`config.mk`:
```
export PLATFORM = sky130hd
export DESIGN_NAME = iobad_top
export DESIGN_NICKNAME = d
export VERILOG_FILES = /design/src/iobad_pkg.sv /design/src/iobad_top.sv
export SDC_FILE = /design/constraint.sdc
export NUM_CORES = 1
export LEC_CHECK = 0
export BUFFER_PORTS_ARGS = -buffer_cell sky130_fd_sc_hd__buf_4
export CAP_MARGIN = 15
export CORE_MARGIN = 2
export CORE_UTILIZATION = 35
export CTS_CLUSTER_SIZE = 40
export DETAILED_ROUTE_END_ITERATION = 10
export PLACE_DENSITY_LB_ADDON = 0.12
export SLEW_MARGIN = 25
export SYNTH_ARGS = -nofsm -noshare
export SYNTH_HDL_FRONTEND = slang
export SYNTH_SLANG_ARGS = --single-unit
```
`constraint.sdc`:
```
create_clock -name clk -period 2.9 [get_ports clk]
set_input_delay 0.435 -clock clk [delete_from_list [all_inputs] [get_ports clk]]
set_output_delay 0.435 -clock clk [all_outputs]
set_load 0.02 [all_outputs]
```
`src/iobad_pkg.sv`:
```
// constants, field layouts and carriers of the I/O base address decoder
// assumes a 40 MHz system clock and a 32-bit classic Wishbone master
package iobad_pkg;

    // ========================================================
    // host address layout
    localparam int           IOBAD_ADDR_W    = 10;
    localparam int           IOBAD_BASE_LSB  = 5;
    localparam int           IOBAD_IDX_W     = 5;
    localparam logic [4:0]   BASE_SW_DEFAULT = 5'h11;   // base 220 hex
    localparam logic [9:0]   WIN_LO_DEFAULT  = 10'h220;
    localparam logic [9:0]   WIN_HI_DEFAULT  = 10'h23F;

    // ========================================================
    // resource codes
    localparam logic [1:0]   DMA_NONE        = 2'h0;
    localparam logic [1:0]   DMA_CH5         = 2'h1;
    localparam logic [1:0]   DMA_CH6         = 2'h2;
    localparam logic [1:0]   DMA_CH7         = 2'h3;
    localparam int           DMA_LINES       = 3;
    localparam int           IRQ_LINES       = 16;
    localparam logic [3:0]   IRQ_MIO_DEFAULT = 4'hA;
    localparam logic [3:0]   IRQ_DIO_DEFAULT = 4'h5;
    localparam logic [15:0]  IRQ_MIO_OK      = 16'hDEF8;
    localparam logic [15:0]  IRQ_DIO_OK      = 16'h02F8;
    localparam logic [2:0]   PC_BIT_DEFAULT  = 3'h4;

    // ========================================================
    // wishbone register map (byte addresses)
    localparam logic [3:0]   WB_CTRL         = 4'h0;
    localparam logic [3:0]   WB_ROUTE        = 4'h4;
    localparam logic [3:0]   WB_STAT         = 4'h8;
    localparam int           CTRL_DEC_EN     = 0;
    localparam int           CTRL_JMP        = 1;
    localparam logic [1:0]   CTRL_RESET      = 2'h1;
    localparam logic [15:0]  ROUTE_RESET     = 16'h45AE;

    // resource routing, same layout for the jumper pins and ROUTE register
    typedef struct packed
    {
        logic       clk_src;    // 0 on-board oscillator, 1 sync bus clock
        logic [2:0] pc_bit;     // port C bit used as dio interrupt enable
        logic [3:0] dio_irq;
        logic [3:0] mio_irq;
        logic [1:0] dma2;
        logic [1:0] dma1;
    } iobad_route_s;

    // host side pins, all asynchronous to clk
    typedef struct packed
    {
        logic [9:0]  sa;
        logic        aen;
        logic        ior_n;
        logic        iow_n;
        logic [15:0] sd;
        logic [2:0]  dack_n;    // channels 7..5
        logic [7:0]  pc;
        logic        osc;
        logic        bus_clk;
    } iobad_hpin_s;

endpackage : iobad_pkg

```
`src/iobad_top.sv`:
```
// host I/O window decode and resource routing of the acquisition board
// assumes host pins are asynchronous and are synchronised here
`timescale 1ns/1ps
module iobad_top
    import iobad_pkg::*;
(
    input  wire logic         clk,                      // 40 MHz
    input  wire logic         resetn,                   // async, low
    input  wire iobad_hpin_s  hpin,                     // host bus pins
    input  wire logic [4:0]   base_address_switch_bank, // 1 = OFF side
    input  wire logic [3:0]   dma_channel_jumper,       // {dma2,dma1}
    input  wire logic [7:0]   irq_level_jumper,         // {dio,mio}
    input  wire logic [2:0]   dio_irq_enable_jumper,    // port C bit
    input  wire logic         timer_clock_select_jumper,// clock source
    input  wire logic [15:0]  reg_rdata,                // register data
    input  wire logic [1:0]   dma_req,                  // path requests
    input  wire logic         mio_irq_req,              // mio interrupt
    input  wire logic         dio_irq_req,              // dio interrupt
    output logic [15:0]       sd_o,                     // host data out
    output logic              sd_oe,                    // host data enable
    output logic [4:0]        reg_idx,                  // register index
    output logic              reg_rd,                   // read pulse
    output logic              reg_wr,                   // write pulse
    output logic [15:0]       reg_wdata,                // write data
    output logic [1:0]        dma_ack,                  // path acks
    output logic [2:0]        drq_o,                    // drq 7..5 out
    output logic [2:0]        drq_oe,                   // drq enables
    output logic [15:0]       irq_o,                    // irq lines out
    output logic [15:0]       irq_oe,                   // irq enables
    output logic              timer_clk,                // counter clock
    output logic              sync_clk_o,               // sync bus clock
    output logic              sync_clk_oe,              // sync clock enable
    input  wire logic         wb_cyc_i,                 // wishbone cycle
    input  wire logic         wb_stb_i,                 // wishbone strobe
    input  wire logic         wb_we_i,                  // write enable
    input  wire logic [3:0]   wb_adr_i,                 // byte address
    input  wire logic [3:0]   wb_sel_i,                 // byte lanes
    input  wire logic [31:0]  wb_dat_i,                 // write data
    output logic [31:0]       wb_dat_o,                 // read data
    output logic              wb_ack_o                  // acknowledge
);

    // ========================================================
    // pin synchronisers
    iobad_hpin_s   hp_s1;
    iobad_hpin_s   hp_s2;
    logic [4:0]    sw_s1;
    logic [4:0]    sw_s2;
    iobad_route_s  jmp_s1;
    iobad_route_s  jmp_s2;
    iobad_route_s  jmp_raw;

    assign jmp_raw = {timer_clock_select_jumper, dio_irq_enable_jumper,
                      irq_level_jumper[7:4], irq_level_jumper[3:0],
                      dma_channel_jumper[3:2], dma_channel_jumper[1:0]};

    always_ff @(posedge clk or negedge resetn)
    begin
        if (!resetn)
        begin
            hp_s1  <= '1;
            hp_s2  <= '1;
            sw_s1  <= '0;
            sw_s2  <= '0;
            jmp_s1 <= '0;
            jmp_s2 <= '0;
        end
        else
        begin
            hp_s1  <= hpin;
            hp_s2  <= hp_s1;
            sw_s1  <= base_address_switch_bank;
            sw_s2  <= sw_s1;
            jmp_s1 <= jmp_raw;
            jmp_s2 <= jmp_s1;
        end
    end

    // ========================================================
    // control registers
    logic [1:0]    ctrl;
    iobad_route_s  route;
    iobad_route_s  act;

    // jumper mode off keeps the factory routing after reset
    assign act = ctrl[CTRL_JMP] ? jmp_s2 : route;

    // ========================================================
    // address decode
    wire        base_match = (hp_s2.sa[9:5] == sw_s2);
    wire        hit        = ctrl[CTRL_DEC_EN] && !hp_s2.aen && base_match;
    wire        rd_act     = hit && !hp_s2.ior_n;
    wire        wr_act     = hit && !hp_s2.iow_n;
    logic       rd_q;
    logic       wr_q;

    always_ff @(posedge clk or negedge resetn)
    begin
        if (!resetn)
        begin
            rd_q      <= 1'b0;
            wr_q      <= 1'b0;
            reg_rd    <= 1'b0;
            reg_wr    <= 1'b0;
            reg_idx   <= '0;
            reg_wdata <= '0;
            sd_o      <= '0;
            sd_oe     <= 1'b0;
        end
        else
        begin
            rd_q      <= rd_act;
            wr_q      <= wr_act;
            reg_rd    <= rd_act && !rd_q;
            reg_wr    <= wr_act && !wr_q;
            reg_idx   <= hp_s2.sa[4:0];
            reg_wdata <= hp_s2.sd;
            sd_o      <= reg_rdata;
            sd_oe     <= rd_act;
        end
    end

    // ========================================================
    // dma routing; two-bit codes can only name channels 5..7
    logic [2:0] next_drq;
    logic [2:0] next_drq_oe;
    wire        ack1 = (act.dma1 != DMA_NONE)
                       && !hp_s2.dack_n[2'(act.dma1 - 2'h1)];
    wire        ack2 = (act.dma2 != DMA_NONE)
                       && !hp_s2.dack_n[2'(act.dma2 - 2'h1)];

    for (genvar k = 0; k < DMA_LINES; k++)
    begin : g_dma
        wire p1 = (act.dma1 == 2'(k + 1));
        wire p2 = (act.dma2 == 2'(k + 1));
        assign next_drq[k]    = (p1 && dma_req[0]) || (p2 && dma_req[1]);
        assign next_drq_oe[k] = p1 || p2;
    end

    // ========================================================
    // interrupt routing; a line is enabled only while asserting it
    logic [15:0] next_irq_oe;
    wire         dio_en = hp_s2.pc[act.pc_bit];

    for (genvar i = 0; i < IRQ_LINES; i++)
    begin : g_irq
        wire mio_sel = (act.mio_irq == 4'(i)) && IRQ_MIO_OK[i];
        wire dio_sel = (act.dio_irq == 4'(i)) && IRQ_DIO_OK[i];
        assign next_irq_oe[i] = (mio_sel && mio_irq_req)
                                || (dio_sel && dio_irq_req && dio_en);
    end

    // clock source: slow clocks only, both pass the synchronisers
    wire next_timer_clk = act.clk_src ? hp_s2.bus_clk : hp_s2.osc;

    always_ff @(posedge clk or negedge resetn)
    begin
        if (!resetn)
        begin
            dma_ack     <= '0;
            drq_o       <= '0;
            drq_oe      <= '0;
            irq_o       <= '0;
            irq_oe      <= '0;
            timer_clk   <= 1'b0;
            sync_clk_o  <= 1'b0;
            sync_clk_oe <= 1'b0;
        end
        else
        begin
            dma_ack     <= {ack2, ack1};
            drq_o       <= next_drq;
            drq_oe      <= next_drq_oe;
            irq_o       <= next_irq_oe;
            irq_oe      <= next_irq_oe;
            timer_clk   <= next_timer_clk;
            sync_clk_o  <= hp_s2.osc;
            sync_clk_oe <= !act.clk_src;
        end
    end

    // ========================================================
    // wishbone slave, ack one cycle after the strobe
    // a write lands on the edge at which the master sees ack
    wire        wb_go  = wb_cyc_i && wb_stb_i && !wb_ack_o;
    wire        wb_wr  = wb_cyc_i && wb_stb_i && wb_ack_o && wb_we_i;
    wire [31:0] stat   = {20'h0, !hp_s2.ior_n, hit, reg_idx, sw_s2};
    wire [31:0] rd_mux = (wb_adr_i == WB_CTRL)  ? {30'h0, ctrl} :
                         (wb_adr_i == WB_ROUTE) ? {16'h0, route} :
                         (wb_adr_i == WB_STAT)  ? stat : 32'h0;

    always_ff @(posedge clk or negedge resetn)
    begin
        if (!resetn)
        begin
            ctrl     <= CTRL_RESET;
            route    <= ROUTE_RESET;
            wb_ack_o <= 1'b0;
            wb_dat_o <= '0;
        end
        else
        begin
            wb_ack_o <= wb_go;
            wb_dat_o <= wb_go ? rd_mux : 32'h0;
            if (wb_wr && wb_adr_i == WB_CTRL && wb_sel_i[0])
                ctrl <= wb_dat_i[1:0];
            if (wb_wr && wb_adr_i == WB_ROUTE && wb_sel_i[0])
                route[7:0] <= wb_dat_i[7:0];
            if (wb_wr && wb_adr_i == WB_ROUTE && wb_sel_i[1])
                route[15:8] <= wb_dat_i[15:8];
        end
    end
endmodule : iobad_top

```
==> flow_metrics.env, run 1 <==
export IMPL_holdBufCountCts=5
export IMPL_netlist_area_leader_share=0.442
export IMPL_rsz0062_at_grt="no"
export IMPL_dp_cells=921
export IMPL_firstDrtPassIters=4
export IMPL_ys_seq_area_frac=0.771
export IMPL_cts_tree="done"
export IMPL_grt_total_usage=0.136
export IMPL_cap_viol_max_count=0
export IMPL_worstHoldStart="reg_rdata[9]"
export IMPL_numCtsBuffers=24
export IMPL_synth_common_cells="dfrtp_1 (131), dfstp_2 (93), buf_4 (42)"
export IMPL_synth_edf_count=0
export IMPL_ant_nets=0
export IMPL_sequentialPowerShare=0.486
export IMPL_clock_fmax_mhz=457
export IMPL_skew_ns=0.00823
export IMPL_p_comb_frac=0.059
export IMPL_ctsResizeCount=0
export IMPL_crit_start="ctrl[1]$_DFFE_PN0P_"
export IMPL_grt_pass1_vias=4450
export IMPL_synth_area_um2=7420
export IMPL_insertion_delay_ns=0.51
export IMPL_ioPinCount=244
export IMPL_critPathMaxFanout=12
export IMPL_post_place_ws_ns=0.708
export IMPL_num_fill_cells=1832
export IMPL_fin_crit_sh=0.754
export IMPL_cts_setup_buffers=0
export IMPL_dieArea_um2=22400
export IMPL_rows=53
export IMPL_yosysMostFrequentCell="dfrtp_1"
export IMPL_final_net_count=813
export IMPL_critical_path_class="register to register"
export IMPL_setup_tns_ns=0
export IMPL_clockBufferDepth=3
export IMPL_routed_wl_um=15100
export IMPL_setup_ws_ns=0.714
export IMPL_ir_drop_v=0.000530
export IMPL_drv_slew=0
export IMPL_initial_core_util=0.355
export IMPL_p_leak_nw=4.66
export IMPL_synth_top_family_by_area="simple AND/OR/NAND/NOR gates"
export IMPL_io_buffers=199
export IMPL_synth_area_leaders="dfrtp_1 (44%), dfstp_2 (33%), buf_4 (4.3%)"
export IMPL_synthMuxAreaShare=0.0403
export IMPL_synth_top_area_cell="dfrtp_1"
export IMPL_die_h_um=150
export IMPL_grt_overflow_total=0
export IMPL_critPathArrivalTime_ns=2.59
export IMPL_yosysWarnings=0
export IMPL_swShare=0.215
export IMPL_ys_async_sr_fraction=1.00
export IMPL_slew_headroom=0.548
export IMPL_area_growth_pct=34.4
export IMPL_hold_path_class="input port to register"
export IMPL_endpoint_kind="register"
export IMPL_syn_avg_cell_area_um2=16.0
export IMPL_crit_path_start_kind="register"
export IMPL_core_area_um2=20900
export IMPL_wl_per_cell_um=15.6
export IMPL_viasPerCell=4.34
export IMPL_clk_pin_slew_ns=0.06
export IMPL_antenna_found_initial=0
export IMPL_synth_cell_types=44
export IMPL_h_tree_depth=1
export IMPL_drtIter0Drc=185
export IMPL_intPower_mw=5.43
export IMPL_fin_hold_ws_ns=0.0289
export IMPL_instances_no_fill=970
export IMPL_synth_compound_area_share=0.0509
export IMPL_drive_above_1_share=0.527
export IMPL_drc=0
export IMPL_p_per_area_nw_per_um2=694
export IMPL_yosys_area_share_simple=0.0633
export IMPL_switching_power_mw=1.49
export IMPL_syn_inst=465
export IMPL_pwr_share_clk=0.455
export IMPL_synth_xor_area_share=0.00590
export IMPL_status="finished clean"
export IMPL_post_route_cell_area_um2=9970
export IMPL_die_w_um=150
export IMPL_grt_pass1_wl_um=23500
export IMPL_n_antenna_cell=0
export IMPL_critPathRequiredTime_ns=3.31
export IMPL_synthAdderAreaFrac=0.0135
export IMPL_place_area_um2=9070
export IMPL_clockRootBuffer="clkbuf_16"
export IMPL_via_count=4214
export IMPL_place_hpwl_um=10800
export IMPL_cts_sinks=224
export IMPL_tightest_slew_ns=0.679
export IMPL_grt_max_degree=87
export IMPL_finalHoldViolations=0
export IMPL_synth_flop_cell="dfrtp_1"
export IMPL_ys_ff_latch=224
export IMPL_min_period_ns=2.19
export IMPL_r2r_start="ctrl[1]$_DFFE_PN0P_"
export IMPL_place_congestion=0.770
export IMPL_setup_viol=0
==> cell families after synthesis <==
group	count (synthesis)
compound gates	49
fa+ha+maj	8
flops	224
mux	27
simple gates	89
xor+xnor	5
other cells	1
buf+inv	62
==> final timing paths <==
kind	slack [ns]	depth (start not counted)	end
setup / recovery	0.71	5	dma_ack[1]$_DFF_PN0_
min in group asynchronous	0.52	2	sd_o[0]$_DFF_PN0_
hold reg to reg	0.34	0	jmp_s2[10]$_DFF_PN0_
hold / removal	0.03	1	sd_o[9]$_DFF_PN0_
max in group asynchronous	1.57	3	hp_s2[11]$_DFF_PN1_
setup reg to reg	0.71	5	dma_ack[1]$_DFF_PN0_
==> layer usage <==
| layer | track usage | part of all wire | up-vias |
|---|---|---|---|
| met5 | 0 | 0 | - |
| met4 | 0.0429 | 0.028 | 0 |
| met3 | 0.0579 | 0.10 | 27 |
| met2 | 0.220 | 0.47 | 179 |
| met1 | 0.166 | 0.40 | 2082 |
| li1 | - | - | 1926 |
==> placed cells by master, fill, tap and decap left out, types with 10 or more instances in the layout <==
master and instances:
dfrtp_1 131, nand2_1 22, dfstp_2 93, o32ai_1 10
inv_1 13, clkbuf_16 24, conb_1 26, mux2_2 19
buf_4 202, nor2_1 25
==> sequential cells by signal (all words and copies together) (netlist names), 5 cells and up <==
signal     count
reg_wdata     16
sw_s1          5
jmp_s2        16
route         16
wb_dat_o      16
jmp_s1        16
irq_oe        11
reg_idx        5
hp_s2         42
sw_s2          5
sd_o          16
hp_s1         42
==> cell type report <==
| type | instances | area [um2] | share of cell area |
|---|---|---|---|
| timing repair buffer | 210 | 1620 | 0.163 |
| inverter | 13 | 48.8 | 0.00490 |
| clock buffer | 33 | 684 | 0.0687 |
| tap | 275 | 344 | 0.0345 |
| multi-input combinational | 204 | 1390 | 0.139 |
| clock inverter | 11 | 159 | 0.0159 |
| sequential | 224 | 5720 | 0.574 |
==> worst max-delay path, cell delays in order, from the launching register on <==
cell and delay, ns:
dfrtp_1 0.78, mux2i_1 0.50, ha_1 0.34, mux2i_1 0.16, nor2_1 0.05, a311oi_1 0.25
==> through the flow <==
stage	utilization	power (mW)
after floorplan	-	3.57
after global placement	0.434	3.81
after detailed placement	0.434	3.82
after CTS	0.477	7.03
after global routing	0.477	7.21
final	0.477	6.91
==> power groups by stage <==
stage | Combinational (mW) | Sequential [mW] | Clock (mW)
floorplan | 0.136 | 3.44 | 0
detailed placement | 0.410 | 3.41 | 0
CTS | 0.417 | 3.36 | 3.25
global route | 0.450 | 3.37 | 3.38
global placement | 0.404 | 3.41 | 0
finish | 0.408 | 3.36 | 3.15
No activity file was read; power rests on OpenSTA's default activity.
==> run 2, diff against run 1 <==
==> constraint.sdc (replaced) <==
create_clock -name clk -period 2.2 [get_ports clk]
set_input_delay 0.33 -clock clk [delete_from_list [all_inputs] [get_ports clk]]
set_output_delay 0.33 -clock clk [all_outputs]
set_load 0.02 [all_outputs]
==> flow_metrics.env, run 2 (synthesized netlist as in run 1, its figures left out) <==
export IMPL_viasPerCell=4.31
export IMPL_crit_path_start_kind="register"
export IMPL_cp_top_family="multiplexers"
export IMPL_r2r_cells=6
export IMPL_clk_pin_slew_ns=0.06
export IMPL_ctsResizeCount=0
export IMPL_clockBufferDepth=3
export IMPL_die_w_um=150
export IMPL_firstDrtPassIters=4
export IMPL_fin_total_pwr_mw=9.40
export IMPL_r2r_start="ctrl[1]$_DFFE_PN0P_"
export IMPL_drive_above_1_share=0.478
export IMPL_numCtsBuffers=24
export IMPL_wl_per_cell_um=14.8
export IMPL_post_place_ws_ns=0.299
export IMPL_intPower_mw=7.47
export IMPL_num_fill_cells=1788
export IMPL_rr_endpoint="dma_ack[1]$_DFF_PN0_"
export IMPL_critPathMaxFanout=10
export IMPL_cts_sinks=224
export IMPL_clockRootBuffer="clkbuf_16"
export IMPL_hold_path_class="input port to register"
export IMPL_swShare=0.205
export IMPL_setup_ws_ns=0.311
export IMPL_drc=0
export IMPL_setup_viol=0
export IMPL_pwr_share_clk=0.459
export IMPL_place_area_um2=9120
export IMPL_endpoint_kind="register"
export IMPL_critPathRequiredTime_ns=2.60
export IMPL_finalHoldViolations=0
export IMPL_n_antenna_cell=0
export IMPL_critical_path_class="register to register"
export IMPL_layout_common_cells="buf_4 (205), dfrtp_1 (131), dfstp_2 (93), dlygate4sd3_1 (80), conb_1 (26)"
export IMPL_drv_slew=0
export IMPL_max_stage_delay_ns=0.45
export IMPL_min_period_ns=1.89
export IMPL_cap_viol_max_count=0
export IMPL_worstHoldStart="wb_dat_i[6]"
export IMPL_dieArea_um2=22400
export IMPL_grt_total_usage=0.141
export IMPL_seq_area_um2=5720
export IMPL_p_leak_nw=5.02
export IMPL_post_route_util=0.517
export IMPL_drtIter0Drc=145
export IMPL_initial_core_util=0.355
export IMPL_place_hpwl_um=10800
export IMPL_ioPinCount=244
export IMPL_die_h_um=150
export IMPL_switching_power_mw=1.93
export IMPL_ant_nets=0
export IMPL_status="finished clean"
export IMPL_core_area_um2=20900
export IMPL_io_buffers=199
export IMPL_grt_max_degree=60
export IMPL_clock_fmax_mhz=529
export IMPL_cp_cell_sequence="buf_4 -> mux2i_1 -> ha_1 -> mux2i_1 -> nor2_1 -> a311oi_1"
export IMPL_holdPathStages=2
export IMPL_critPathArrivalTime_ns=2.29
export IMPL_cts_tree="done"
export IMPL_dp_cells=925
export IMPL_grt_pass1_wl_um=24600
export IMPL_final_common_cell="buf_4"
export IMPL_p_comb_frac=0.070
export IMPL_ir_drop_v=0.000664
export IMPL_area_growth_pct=45.6
export IMPL_final_net_count=892
export IMPL_antenna_found_initial=0
export IMPL_crit_slowest_cell="dfrtp_1"
export IMPL_routed_wl_um=15500
export IMPL_place_congestion=0.794
export IMPL_largest_registers="hp_s1: 42 flops, hp_s2: 42 flops"
export IMPL_rsz0062_at_grt="no"
export IMPL_ff2ff_setup_slack_ns=0.31
export IMPL_multiInputGateArea_um2=1390
export IMPL_worstHoldEndpoint="route[6]$_DFFE_PN0P_"
export IMPL_cts_setup_buffers=0
export IMPL_sequentialPowerShare=0.471
export IMPL_via_count=4526
export IMPL_h_tree_depth=1
export IMPL_grt_overflow_total=0
export IMPL_rows=53
export IMPL_instances_no_fill=1049
export IMPL_grt_pass1_vias=4798
export IMPL_setup_tns_ns=0
export IMPL_fin_crit_sh=0.859
export IMPL_fin_hold_ws_ns=0.0602
export IMPL_path_common_cell="mux2i_1"
export IMPL_p_per_area_nw_per_um2=871
export IMPL_insertion_delay_ns=0.50
export IMPL_post_route_cell_area_um2=10800
export IMPL_crit_buf_inv=1
export IMPL_skew_ns=0.00782
## run 2: cell types whose count changed in the layout (fill, tap and decap cells not counted), moves of 2 or more
cell	before	now
buf_4	202	205
clkbuf_8	5	7
clkinv_8	2	0
dlygate4sd3_1	5	80
## run 2: repair_timing
action	CTS	global route
setup endpoints to repair	0	0
hold buffers	80	0
hold endpoints to repair	106	0
## run 2: power by group through the flow
stage | sequential [mW] | combinational [mW] | clock, mW
3_5_place_dp | 4.50 | 0.554 | 0
6_report | 4.43 | 0.655 | 4.32
4_1_cts | 4.43 | 0.669 | 4.46
2_1_floorplan | 4.53 | 0.179 | 0
3_3_place_gp | 4.49 | 0.544 | 0
5_1_grt | 4.45 | 0.720 | 4.62
## run 2: worst max-delay path by stage
stage	start	end	slack (ns)	cells past startpoint
after floorplan	ctrl[1]$_DFFE_PN0P_	dma_ack[1]$_DFF_PN0_	0.18	8
after global placement	ctrl[1]$_DFFE_PN0P_	dma_ack[1]$_DFF_PN0_	0.33	6
after detailed placement	ctrl[1]$_DFFE_PN0P_	dma_ack[1]$_DFF_PN0_	0.30	6
after CTS	ctrl[1]$_DFFE_PN0P_	dma_ack[1]$_DFF_PN0_	0.27	6
after global routing	ctrl[1]$_DFFE_PN0P_	dma_ack[1]$_DFF_PN0_	0.14	6
final	ctrl[1]$_DFFE_PN0P_	dma_ack[1]$_DFF_PN0_	0.31	6
## run 2: worst reg2reg max path, cell delays in order (launching register included)
cell and delay [ns]:
dfrtp_1 0.45, buf_4 0.23, mux2i_1 0.33, ha_1 0.32, mux2i_1 0.16, nor2_1 0.06
a311oi_1 0.24
## run 2: cell type report
type / count / area share
timing repair buffer: 289 / 0.224
tap: 275 / 0.0319
inverter: 13 / 0.00452
multi-input combinational: 204 / 0.129
clock buffer: 36 / 0.0683
clock inverter: 8 / 0.0133
sequential: 224 / 0.530
## run 2: per-layer routing
metal | up-vias | track usage | wire, um
met5 | - | 0 | 0
met4 | 0 | 0.0433 | 364
met3 | 26 | 0.0540 | 1610
met2 | 193 | 0.236 | 7540
met1 | 2219 | 0.169 | 6030
li1 | 2088 | - | -
==> run 3, diff against run 2 <==
--- a/config.mk
+++ b/config.mk
@@ -7,12 +7,14 @@
 export LEC_CHECK = 0
 export BUFFER_PORTS_ARGS = -buffer_cell sky130_fd_sc_hd__buf_4
 export CAP_MARGIN = 15
+export CORE_ASPECT_RATIO = 2
 export CORE_MARGIN = 2
 export CORE_UTILIZATION = 35
 export CTS_CLUSTER_SIZE = 40
 export DETAILED_ROUTE_END_ITERATION = 10
 export PLACE_DENSITY_LB_ADDON = 0.12
-export SLEW_MARGIN = 25
+export SKIP_CTS_REPAIR_TIMING = 1
+export SLEW_MARGIN = 20
 export SYNTH_ARGS = -nofsm -noshare
 export SYNTH_HDL_FRONTEND = slang
 export SYNTH_SLANG_ARGS = --single-unit
==> flow_metrics.env, run 3 (synthesized netlist as in run 1, its figures left out) <==
export IMPL_status="finished clean"
export IMPL_place_area_um2=9110
export IMPL_grt_pass1_wl_um=23600
export IMPL_cap_viol_max_count=0
export IMPL_wl_per_cell_um=15.5
export IMPL_drc=0
export IMPL_critPathArrivalTime_ns=2.34
export IMPL_numCtsBuffers=21
export IMPL_core_area_um2=20900
export IMPL_slew_headroom=0.639
export IMPL_ant_nets=0
export IMPL_setup_viol=0
export IMPL_critPathMaxFanout=16
export IMPL_cp_endpoint="irq_oe[3]$_DFF_PN0_"
export IMPL_p_leak_nw=4.90
export IMPL_setup_tns_ns=0
export IMPL_p_comb_frac=0.077
export IMPL_insertion_delay_ns=0.50
export IMPL_pwr_share_clk=0.408
export IMPL_clockBufferDepth=3
export IMPL_grt_overflow_total=0
export IMPL_swShare=0.218
export IMPL_endpoint_kind="register"
export IMPL_clockRootBuffer="clkbuf_16"
export IMPL_drv_slew=0
export IMPL_viasPerCell=4.37
export IMPL_ioPinCount=244
export IMPL_die_h_um=210
export IMPL_rows=75
export IMPL_post_route_util=0.506
export IMPL_place_congestion=0.810
export IMPL_h_tree_depth=1
export IMPL_finalHoldViolations=0
export IMPL_fin_crit_sh=0.893
export IMPL_instances_no_fill=1035
export IMPL_post_route_cell_area_um2=10600
export IMPL_grt_pass1_vias=4615
export IMPL_layout_common_cells="buf_4 (202), dfrtp_1 (131), dfstp_2 (93), dlygate4sd3_1 (80), conb_1 (26)"
export IMPL_r2r_start="ctrl[1]$_DFFE_PN0P_"
export IMPL_crit_start="ctrl[1]$_DFFE_PN0P_"
export IMPL_clk_pin_slew_ns=0.06
export IMPL_final_common_cell="buf_4"
export IMPL_fin_total_pwr_mw=8.60
export IMPL_final_net_count=887
export IMPL_drive_above_1_share=0.467
export IMPL_grt_max_degree=65
export IMPL_firstDrtPassIters=4
export IMPL_cts_sinks=224
export IMPL_antenna_found_initial=0
export IMPL_die_w_um=107
export IMPL_ir_drop_v=0.000678
export IMPL_sequentialPowerShare=0.514
export IMPL_crit_path_start_kind="register"
export IMPL_clock_fmax_mhz=509
export IMPL_ff2ff_setup_slack_ns=0.23
export IMPL_switching_power_mw=1.87
export IMPL_routed_wl_um=16000
export IMPL_grt_total_usage=0.137
export IMPL_critPathRequiredTime_ns=2.57
export IMPL_drtIter0Drc=201
export IMPL_dp_cells=917
export IMPL_tightest_slew_ns=0.528
export IMPL_p_per_area_nw_per_um2=813
export IMPL_dieArea_um2=22400
export IMPL_num_fill_cells=1808
export IMPL_min_period_ns=1.97
export IMPL_skew_ns=0.0153
export IMPL_largest_registers="hp_s1: 42 flops, hp_s2: 42 flops"
export IMPL_io_buffers=199
export IMPL_r2r_cells=5
export IMPL_initial_core_util=0.354
export IMPL_intPower_mw=6.73
export IMPL_area_growth_pct=42.7
export IMPL_critical_path_class="register to register"
export IMPL_rr_endpoint="irq_oe[3]$_DFF_PN0_"
export IMPL_via_count=4526
export IMPL_hold_path_class="input port to register"
export IMPL_cts_tree="done"
export IMPL_n_antenna_cell=0
export IMPL_place_hpwl_um=11400
export IMPL_rsz0062_at_grt="no"
-- run 3: cell count changes in the layout (fill, tap and decap cells not counted), moves of 3 or more --
cell       change
clkbuf_1       +4
clkbuf_16      -4
clkinv_2       -3
clkbuf_8       -3
bufinv_16      -3
buf_4          -3
-- run 3: cell type report --
class	instances	area, um2	share of cell area
inverters	13	48.8	0.00461
clock inverters	5	63.8	0.00603
flip-flops and latches	224	5720	0.541
well taps	269	337	0.0318
multi-input cells	204	1390	0.131
clock buffers	33	611	0.0577
repair buffers	287	2410	0.228
-- run 3: worst min path at each step --
stage / slack (ns) / endpoint / cells after the start / start
after detailed placement: 0.28 / irq_oe[3]$_DFF_PN0_ / 1 / resetn
after CTS: -0.27 / irq_oe[3]$_DFF_PN0_ / 1 / resetn
after global placement: 0.28 / irq_oe[3]$_DFF_PN0_ / 1 / resetn
after floorplan: 0.03 / ctrl[1]$_DFFE_PN0P_ / 0 / resetn
final: 0.06 / route[8]$_DFFE_PN1P_ / 2 / wb_dat_i[8]
after global routing: 0.05 / route[5]$_DFFE_PN1P_ / 2 / wb_dat_i[5]
-- run 3: power by group through the flow --
| stage | registers [mW] | logic, mW | clock network, mW |
|---|---|---|---|
| 2_1_floorplan | 4.53 | 0.179 | 0 |
| 3_3_place_gp | 4.49 | 0.547 | 0 |
| 3_5_place_dp | 4.50 | 0.557 | 0 |
| 4_1_cts | 4.43 | 0.558 | 3.66 |
| 5_1_grt | 4.44 | 0.723 | 3.83 |
| 6_report | 4.43 | 0.666 | 3.51 |
-- run 3: worst max-delay path: stages (launching register included) --
cell and delay [ns]:
dfrtp_1 0.45, buf_12 0.20, mux2_4 0.33, o31ai_2 0.25
o22ai_2 0.19, o32ai_1 0.42
-- run 3: routing by layer --
| metal | global-route usage | up-vias | routed length, um |
|---|---|---|---|
| met2 | 0.257 | 192 | 9000 |
| met4 | 0.0761 | 0 | 650 |
| met5 | 0 | - | 0 |
| met3 | 0.0335 | 39 | 1040 |
| met1 | 0.134 | 2225 | 5350 |
| li1 | - | 2070 | - |
-- run 3: stage by stage --
stage / hold WS [ns] / setup WS (ns)
after global placement: 0.278 / 0.299
final: 0.0650 / 0.234
after floorplan: 0.0344 / 0.177
after global routing: 0.0454 / 0.125
after detailed placement: 0.280 / 0.277
after CTS: -0.267 / 0.268
